### src/include/dmsc_pkg.sv
// Shared constants and types for the dual-modulus swallow counter control
package dmsc_pkg;
  // Prescaler modulus N is two to the power of this width
  localparam int unsigned SWALLOW_W_DEF = 6;
  localparam int unsigned MAIN_W_DEF = 10;
  localparam logic MOD_HIGH = 1'b1;
  localparam logic MOD_LOW = 1'b0;
  localparam logic PULSE_RST = 1'b0;

  typedef struct packed {
    logic up;
    logic dn;
  } dmsc_pfd_t;

  localparam dmsc_pfd_t PFD_RST = '{up: 1'b0, dn: 1'b0};
endpackage : dmsc_pkg

### src/verilog/dmsc_top.sv
// Swallow and main counter control with modulus select and phase/frequency detector
// Operation
// - Swallow counter holds log2 of N bits
// - Ratio word: main high, swallow low
// - Division ratio equals N times M plus A
// - Zero phase error gives minimal up/down pulses
// - Counters clock together; cycle starts at N+1 unless A is zero
// - Swallow done switches to N until main done
// - Main done reloads both, returns to N+1 unless A is zero
`timescale 1ns/1ns
module dmsc_top #(
  parameter int unsigned SWALLOW_W = dmsc_pkg::SWALLOW_W_DEF,
  parameter int unsigned MAIN_W = dmsc_pkg::MAIN_W_DEF
) (
  input wire logic clk_sys_i,
  input wire logic rst_b_i,
  input wire logic [MAIN_W+SWALLOW_W-1:0] ratio_word_i,
  input wire logic ref_pulse_i,
  output logic modulus_high_o,
  output logic div_pulse_o,
  output logic pfd_up_o,
  output logic pfd_dn_o
);


  // Ratio word fields and cycle events
  logic [MAIN_W-1:0] main_load;
  logic [SWALLOW_W-1:0] swallow_load;
  logic reload;
  logic swallow_last;

  // Main counter M, counts prescaler output cycles down to one
  logic [MAIN_W-1:0] main_cnt_q;
  logic [MAIN_W-1:0] main_cnt_d;

  // Swallow counter A, counts the N+1 periods down to zero
  logic [SWALLOW_W-1:0] swallow_cnt_q;
  logic [SWALLOW_W-1:0] swallow_cnt_d;

  // Phase of the division cycle; Gray codes along start, wide, narrow
  typedef enum logic [1:0] {
    DMSC_START = 2'b00,
    DMSC_WIDE = 2'b01,
    DMSC_NARROW = 2'b11
  } dmsc_phase_t;

  dmsc_phase_t phase_q;
  dmsc_phase_t phase_d;

  // Modulus control towards the prescaler, high selects N+1
  logic mod_q;
  logic mod_d;

  // One-cycle pulse marking the end of each division cycle
  logic div_q;
  logic div_d;

  // Two flip-flop phase/frequency detector state
  dmsc_pkg::dmsc_pfd_t pfd_q;
  dmsc_pkg::dmsc_pfd_t pfd_d;

  // Word split: swallow field is log2 N wide, the rest belongs to main.
  // Surplus upper swallow bits are not masked here; the loader keeps them zero.
  assign main_load = ratio_word_i[MAIN_W+SWALLOW_W-1:SWALLOW_W];
  assign swallow_load = ratio_word_i[SWALLOW_W-1:0];

  // Main count of one ends the cycle; zero occurs right after reset or with M of zero,
  // so the first edge after reset already loads the programmed word.
  // The word is only sampled here, so changes between reloads are ignored.
  // Limitation: M of zero or one gives a period of a single cycle.
  assign reload = (main_cnt_q <= MAIN_W'(1));

  // Swallow count at one or zero: the last N+1 period is running
  assign swallow_last = (swallow_cnt_q <= SWALLOW_W'(1));

  // Main counter: reload on completion, otherwise count down
  always_comb begin
    main_cnt_d = main_cnt_q;
    if (reload) begin
      main_cnt_d = main_load;
    end else begin
      main_cnt_d = main_cnt_q - MAIN_W'(1);
    end
  end

  // Cleared by reset so that the first edge is a reload edge
  always_ff @(posedge clk_sys_i or negedge rst_b_i) begin
    if (!rst_b_i) begin
      main_cnt_q <= '0;
    end else begin
      main_cnt_q <= main_cnt_d;
    end
  end

  // Swallow counter: clocked with main, holds at zero once done
  always_comb begin
    swallow_cnt_d = swallow_cnt_q;
    if (reload) begin
      swallow_cnt_d = swallow_load;
    end else if (swallow_cnt_q != '0) begin
      swallow_cnt_d = swallow_cnt_q - SWALLOW_W'(1);
    end
  end

  // Swallow register
  always_ff @(posedge clk_sys_i or negedge rst_b_i) begin
    if (!rst_b_i) begin
      swallow_cnt_q <= '0;
    end else begin
      swallow_cnt_q <= swallow_cnt_d;
    end
  end

  // Phase: wide while the swallow count runs, narrow until main completes.
  // A*(N+1) + (M-A)*N input cycles give the ratio N*M+A.
  always_comb begin
    phase_d = phase_q;
    if (reload) begin
      // A zero swallow value needs no N+1 periods at all
      phase_d = (swallow_load != '0) ? DMSC_WIDE : DMSC_NARROW;
    end else begin
      unique case (phase_q)
        DMSC_START: begin
          phase_d = DMSC_START;
        end
        DMSC_WIDE: begin
          if (swallow_last) begin
            phase_d = DMSC_NARROW;
          end
        end
        DMSC_NARROW: begin
          phase_d = DMSC_NARROW;
        end
        default: begin
          // Unused code 2'b10: fall back to the start phase
          phase_d = DMSC_START;
        end
      endcase
    end
  end

  // Phase register
  always_ff @(posedge clk_sys_i or negedge rst_b_i) begin
    if (!rst_b_i) begin
      phase_q <= DMSC_START;
    end else begin
      phase_q <= phase_d;
    end
  end

  // Modulus control: high in start and wide phases, low in narrow.
  // Reset selects N+1, as in the start phase; the first cycle starts wide only for nonzero A.
  always_comb begin
    mod_d = dmsc_pkg::MOD_HIGH;
    if (phase_d == DMSC_NARROW) begin
      mod_d = dmsc_pkg::MOD_LOW;
    end
  end

  // Modulus register, so the prescaler sees no compare glitches
  always_ff @(posedge clk_sys_i or negedge rst_b_i) begin
    if (!rst_b_i) begin
      mod_q <= dmsc_pkg::MOD_HIGH;
    end else begin
      mod_q <= mod_d;
    end
  end

  // Divider pulse: one cycle per division cycle, at the reload edge
  always_comb begin
    div_d = dmsc_pkg::PULSE_RST;
    if (reload) begin
      div_d = 1'b1;
    end
  end

  // Divider pulse register
  always_ff @(posedge clk_sys_i or negedge rst_b_i) begin
    if (!rst_b_i) begin
      div_q <= dmsc_pkg::PULSE_RST;
    end else begin
      div_q <= div_d;
    end
  end

  // Reference sets up, divider sets down, both high clears both, so zero
  // phase error leaves one-cycle pulses on both outputs
  always_comb begin
    pfd_d = pfd_q;
    // Mutual clear once both flip-flops are set
    if (pfd_q.up && pfd_q.dn) begin
      pfd_d = dmsc_pkg::PFD_RST;
    end
    // Set wins over the clear so a new edge is never dropped
    if (ref_pulse_i) begin
      pfd_d.up = 1'b1;
    end
    if (div_q) begin
      pfd_d.dn = 1'b1;
    end
  end

  // Detector flip-flops
  always_ff @(posedge clk_sys_i or negedge rst_b_i) begin
    if (!rst_b_i) begin
      pfd_q <= dmsc_pkg::PFD_RST;
    end else begin
      pfd_q <= pfd_d;
    end
  end

  // Outputs come straight from the registers above
  assign modulus_high_o = mod_q;
  assign div_pulse_o = div_q;
  assign pfd_up_o = pfd_q.up;
  assign pfd_dn_o = pfd_q.dn;

endmodule : dmsc_top

### config.mk
export PLATFORM = sky130hd
export DESIGN_NAME = dmsc_top
export DESIGN_NICKNAME = d
export VERILOG_FILES = /design/src/include/dmsc_pkg.sv /design/src/verilog/dmsc_top.sv
export SDC_FILE = /design/constraint.sdc
export NUM_CORES = 1
export LEC_CHECK = 0
export ABC_AREA = 0
export BUFFER_PORTS_ARGS = -buffer_cell sky130_fd_sc_hd__buf_2
export CORE_ASPECT_RATIO = 1.75
export CORE_MARGIN = 1.5
export CORE_UTILIZATION = 45
export DETAILED_ROUTE_END_ITERATION = 10
export GPL_ROUTABILITY_DRIVEN = 0
export PLACE_DENSITY_LB_ADDON = 0.12
export RECOVER_POWER = 25
export SKIP_LAST_GASP = 1
export SLEW_MARGIN = 10
export SYNTH_ARGS = -nofsm -noshare
export SYNTH_HDL_FRONTEND = slang
export SYNTH_SLANG_ARGS = --single-unit
### constraint.sdc
create_clock -name clk_sys_i -period 4.73 [get_ports clk_sys_i]
set_input_delay 1.419 -clock clk_sys_i [delete_from_list [all_inputs] [get_ports clk_sys_i]]
set_output_delay 1.419 -clock clk_sys_i [all_outputs]
set_load 0.02 [all_outputs]
# ---- After elaboration in Yosys (flattened, before gate mapping)
# Cells that the tools add are included.
dict set report totals {
  wordCells 32
  reg_bits 22
  inputBits 19
  out_inout_bits 4
}
dict set report classes {
  magnitude_cmp 2
  eq_ne 3
  muxes 12
  n_addsub 2
  reduce_logical 6
}
# cell count
set ops {}
lappend ops {{$mux W6} 2}
lappend ops {{$reduce_bool A6 Y1} 2}
lappend ops {{$le A10 B1 Y1 const B} 1}
lappend ops {{$mux W10} 1}
lappend ops {{$sub A10 B1 Y10 const B} 1}
lappend ops {{$mux W2} 4}
lappend ops {{$le A6 B1 Y1 const B} 1}
lappend ops {{$reduce_bool A2 Y1} 3}
lappend ops {{$sub A6 B1 Y6 const B} 1}
lappend ops {{$eq A2 B2 Y1 const B} 2}
lappend ops {{$mux W1} 4}
lappend ops {{$pmux W2 S2} 1}
lappend ops {{$eq A2 B1 Y1 const B} 1}
lappend ops {{$logic_and A1 B1 Y1} 1}

# ---- Longest topological paths before layout
dict set report depth {
  ltp_word 6
  mapped_depth 7
  mapped_depth_nobuf 6
}

# ---- Least setup slack after synthesis
# No wires, ideal clock.
dict set report synth_path {
  path_type {input port to flip-flop}
  start {input port ratio_word_i[2]}
  end {register mod_q, in the netlist modulus_high_o}
  setup_time_ns 0.077
  t_arrival_ns 1.914
  path_buffers 0
  stages 3
  path_slack_ns 2.739
  t_required_ns 4.653
  path_cell_list {nor4_1 nand2_1 o21a_1}
}
dict set report synth_via {
  elab_chain_len 5
}
# element line_no
set synth_rtl {}
lappend synth_rtl {{start, declared} dmsc_top.sv:17} ;# input wire logic [MAIN_W+SWALLOW_W-1:0] ratio_word_i,
lappend synth_rtl {{$reduce_bool A6 Y1} dmsc_top.sv:120} ;# phase_d = (swallow_load != '0) ? DMSC_WIDE : DMSC_NARROW;
lappend synth_rtl {{$mux W2} dmsc_top.sv:120}
lappend synth_rtl {{$mux W2} dmsc_top.sv:118} ;# if (reload) begin
lappend synth_rtl {{$eq A2 B2 Y1} dmsc_top.sv:155} ;# if (phase_d == DMSC_NARROW) begin
lappend synth_rtl {{$mux W1} dmsc_top.sv:155}
lappend synth_rtl {{net mod_d} dmsc_top.sv:52} ;# logic mod_d;
lappend synth_rtl {{end signal, assigned} dmsc_top.sv:163} ;# mod_q <= dmsc_pkg::MOD_HIGH;
lappend synth_rtl {{end signal, assigned} dmsc_top.sv:165} ;# mod_q <= mod_d;
lappend synth_rtl {{end, declared} dmsc_top.sv:51} ;# logic mod_q;
# The timed path passes the listed nets, and every way through them passes these cells.
# A chain may end at the register's enable or synchronous reset.

# ---- Worst setup path in the final report
dict set report layout_path {
  start {register mod_q, in the netlist modulus_high_o}
  end {output port modulus_high_o}
}
# element line_no
set layout_lines {}
lappend layout_lines {{end, declared} dmsc_top.sv:19} ;# output logic modulus_high_o,
# No word-level cell between the ends.

==> metrics.txt <==
# TYPE chip_impl_metric gauge
chip_impl_info{name="status",value="completed"} 1
chip_impl_info{name="startpoint_type",value="flop"} 1
chip_impl_metric{name="wirelength",unit="mm"} 2.22
chip_impl_metric{name="areaGrowthSynthToFinish",unit="%"} 15.3
chip_impl_metric{name="fillers",unit=""} 249
chip_impl_metric{name="hold_violations",unit=""} 0
chip_impl_metric{name="globalRouteTotalUtil",unit="%"} 16.7
chip_impl_metric{name="final_max_slew_viol_count",unit=""} 0
chip_impl_metric{name="place_ws",unit="ps"} 2480
chip_impl_metric{name="synth.distinct_cells",unit=""} 39
chip_impl_metric{name="final.period_utilization",unit="%"} 49.6
chip_impl_metric{name="post-route-drc-count",unit=""} 0
chip_impl_metric{name="worst_slew_pin_slew",unit="ps"} 1130
chip_impl_metric{name="postSynthCellCount",unit=""} 118
chip_impl_info{name="largest_delay_share_family_worst_path",value="flip-flops"} 1
chip_impl_metric{name="clock_skew",unit="ps"} 2.69
chip_impl_metric{name="clk_transition_reported_paths",unit="ps"} 80
chip_impl_metric{name="final_net_count",unit=""} 165
chip_impl_metric{name="num_io_pins",unit=""} 23
chip_impl_info{name="critical_path.cell_chain",value="buf_2"} 1
chip_impl_metric{name="vias_per_cell",unit=""} 5.54
chip_impl_info{name="worst_hold_path_class",value="flop to flop"} 1
chip_impl_metric{name="static-leakage-power",unit="nW"} 0.581
chip_impl_metric{name="grt_pass1_vias",unit=""} 974
chip_impl_info{name="crit_path_top_delay_cell",value="sky130_fd_sc_hd__dfstp_2"} 1
chip_impl_metric{name="grt_start_max_net_pins",unit=""} 23
chip_impl_metric{name="die_x",unit="um"} 42.2
chip_impl_info{name="synthMostInstantiatedCell",value="sky130_fd_sc_hd__dfrtp_1"} 1
chip_impl_metric{name="layout_min_cycle_time",unit="ps"} 2350
chip_impl_metric{name="globalRouteOverflowTotal",unit=""} 0
chip_impl_metric{name="ir_worst_vdd",unit="mV"} 0.343
chip_impl_metric{name="fmax",unit="MHz"} 426
chip_impl_info{name="setup_repair_after_global_routing_missed_its_margin",value="no"} 1
chip_impl_metric{name="cts_resized",unit=""} 0
chip_impl_info{name="clockRootBuffer",value="sky130_fd_sc_hd__clkbuf_8"} 1
chip_impl_info{name="setup.worst_path.end_class",value="primary output"} 1
chip_impl_metric{name="vias",unit=""} 920
chip_impl_metric{name="core_region_area",unit="mm^2"} 0.00252
chip_impl_info{name="cts_tree",value="built"} 1
chip_impl_metric{name="start_util",unit="%"} 48.0
chip_impl_metric{name="syn_area",unit="mm^2"} 0.00121
chip_impl_metric{name="ys_async_sr_fraction",unit="%"} 100
chip_impl_info{name="worstSetupPathType",value="flop to primary output"} 1
chip_impl_metric{name="floorplan.die_area",unit="mm^2"} 0.00302
chip_impl_metric{name="tritoncts.num_buffers",unit=""} 3
chip_impl_metric{name="critPathMaxFanout",unit=""} 1
chip_impl_metric{name="synth.top_cell.area_share",unit="%"} 43.4
chip_impl_metric{name="synth-seq-cells",unit=""} 22
chip_impl_metric{name="finalSetupTns",unit="ps"} 0
chip_impl_metric{name="post-dp-hpwl",unit="mm"} 1.70
chip_impl_metric{name="antenna_violating_nets_remaining",unit=""} 0
chip_impl_metric{name="htree_levels",unit=""} 1
chip_impl_metric{name="antenna_found_initial",unit=""} 0
chip_impl_metric{name="critical_path_required",unit="ps"} 3310
chip_impl_metric{name="insertedDiodeCount",unit=""} 0
chip_impl_metric{name="cpPeakStageDelay",unit="ps"} 520
chip_impl_metric{name="wire_per_inst",unit="um"} 13.4
chip_impl_metric{name="maxCapViolations",unit=""} 0
chip_impl_metric{name="clock_path_buffers",unit=""} 2
chip_impl_metric{name="std_cell_rows",unit=""} 24
chip_impl_info{name="synth_area_leader_cell",value="sky130_fd_sc_hd__dfrtp_1"} 1
chip_impl_metric{name="synthesis.yosys.warnings",unit=""} 0
chip_impl_metric{name="holdBufCountCts",unit=""} 0
chip_impl_metric{name="pwr_density_cell",unit="mW/mm^2"} 513
chip_impl_metric{name="crit_arrival",unit="ps"} 930
chip_impl_metric{name="worstSkewPairLatency",unit="ps"} 260
chip_impl_metric{name="syn-num-nets",unit=""} 142
chip_impl_metric{name="post_route_setup_slack",unit="ps"} 2380
chip_impl_metric{name="grt_pass1_wl",unit="mm"} 4.04
chip_impl_metric{name="cts_sinks",unit=""} 22
chip_impl_metric{name="post_route_cells_drive_above_1_share",unit="%"} 28.6
chip_impl_metric{name="die_height",unit="um"} 71.6
chip_impl_info{name="netlist_top_cells_count",value="21 x sky130_fd_sc_hd__dfrtp_1, 12 x sky130_fd_sc_hd__nand2_1, 11 x sky130_fd_sc_hd__nor2_1"} 1
chip_impl_metric{name="cp.buffers_inverters",unit=""} 1
chip_impl_info{name="dominantRegCellSynth",value="sky130_fd_sc_hd__dfrtp_1"} 1
chip_impl_metric{name="first_iter_violations",unit=""} 27
chip_impl_metric{name="slew-limit-headroom",unit="%"} 24.7
chip_impl_metric{name="post_dp_cell_area",unit="mm^2"} 0.00133
chip_impl_info{name="synthTopCellsByArea",value="sky130_fd_sc_hd__dfrtp_1 43%, sky130_fd_sc_hd__ha_1 5.2%, sky130_fd_sc_hd__xnor2_1 4.3%, sky130_fd_sc_hd__nand2_1 3.7%, sky130_fd_sc_hd__o31ai_1 3.7%"} 1
chip_impl_metric{name="timing.final.setup_violations",unit=""} 0
chip_impl_metric{name="ys_seq_area_share",unit="%"} 45.6
chip_impl_metric{name="place.port_buffers",unit=""} 22
chip_impl_metric{name="syn-mean-instance-area",unit="um^2"} 10.3
chip_impl_metric{name="synth_enable_flop_cells",unit=""} 0
chip_impl_metric{name="post-route-cell-area",unit="mm^2"} 0.00140
chip_impl_metric{name="postCtsSetupBuffers",unit=""} 0
chip_impl_metric{name="drt_pre_antenna_iters",unit=""} 4
final cells by class:
type / instances / area (um^2) / area share, %
Multi-Input combinational cell: 86 / 606 / 43.4
Sequential cell: 22 / 552 / 39.6
Timing Repair Buffer: 22 / 109 / 7.80
Clock buffer: 3 / 41.3 / 2.96
Tap cell: 26 / 32.5 / 2.33
Clock inverter: 1 / 30.0 / 2.15
Inverter: 6 / 25.0 / 1.79
placed cells by master, fill, tap and decap left out, types with 3 or more instances in the layout:
cell type	synthesis	layout
sky130_fd_sc_hd__xor2_1	3	3
sky130_fd_sc_hd__nand2_1	12	12
sky130_fd_sc_hd__nor4_1	4	4
sky130_fd_sc_hd__buf_2	1	21
sky130_fd_sc_hd__dfrtp_1	21	21
sky130_fd_sc_hd__o21ai_0	4	4
sky130_fd_sc_hd__ha_1	5	5
sky130_fd_sc_hd__o31ai_1	6	6
sky130_fd_sc_hd__o21ai_1	5	5
sky130_fd_sc_hd__a21oi_1	4	4
sky130_fd_sc_hd__nor2_1	11	11
sky130_fd_sc_hd__xnor2_1	6	6
sky130_fd_sc_hd__inv_1	5	5
sky130_fd_sc_hd__nor3_2	3	3
sky130_fd_sc_hd__clkbuf_8	0	3
registers in the layout, summed over array words and instances (netlist names):
signal          cells
div_pulse_o         1
pfd_dn_o            1
pfd_up_o            1
main_cnt_q         10
phase_q             2
modulus_high_o      1
swallow_cnt_q       6
cells by family (layout without fill, tap and decap cells):
group                    Yosys count  after routing  share of synthesized area, %
flip-flops                        22             22                          45.6
AND/OR/NAND/NOR                   40             40                          18.8
adder cells (fa/ha/maj)            5              5                          5.17
buffers and inverters             10             32                          4.34
XOR/XNOR                           9              9                          6.52
AO/OA/AOI/OAI                     31             31                          18.6
multiplexers                       1              1                         0.931
final timing paths:
| check | cells past startpoint | start | slack [ps] | endpoint |
|---|---|---|---|---|
| max in group asynchronous | 1 | rst_b_i | 2700 | swallow_cnt_q[4] |
| hold / removal | 1 | phase_q[0] | 480 | phase_q[0] |
| hold reg to reg | 1 | phase_q[0] | 480 | phase_q[0] |
| setup reg to reg | 5 | main_cnt_q[0] | 2930 | swallow_cnt_q[3] |
| setup / recovery | 1 | modulus_high_o | 2380 | modulus_high_o |
| min in group asynchronous | 1 | rst_b_i | 1350 | main_cnt_q[7] |
metal layers:
| metal | share of wire [%] | wire length [um] | vias to the layer above | track usage [%] |
|---|---|---|---|---|
| li1 | - | - | 456 | - |
| met2 | 54 | 1190 | 19 | 30.6 |
| met5 | 0 | 0 | - | 0 |
| met4 | 0.76 | 17 | 0 | 4.17 |
| met1 | 42 | 944 | 443 | 20.2 |
| met3 | 3.1 | 70 | 2 | 2.02 |
through the flow:
| stage | power [mW] | util (%) | hold WS, ps | cells |
|---|---|---|---|---|
| floorplan | 0.491 | - | 435 | 118 |
| global placement | 0.534 | 52.5 | 453 | 162 |
| detailed placement | 0.548 | 52.5 | 467 | 162 |
| CTS | 0.728 | 55.4 | 492 | 166 |
| global route | 0.767 | 55.3 | 507 | 166 |
| finish | 0.716 | 55.3 | 482 | 166 |
report_power, final:
part	total [mW]	leakage (nW)	internal (mW)	switching (mW)
clock	0.173	0.0357	0.113	0.0597
combinational	0.222	0.283	0.112	0.111
sequential	0.322	0.263	0.246	0.0758
Note: power is estimated with default switching activity, not from simulation.
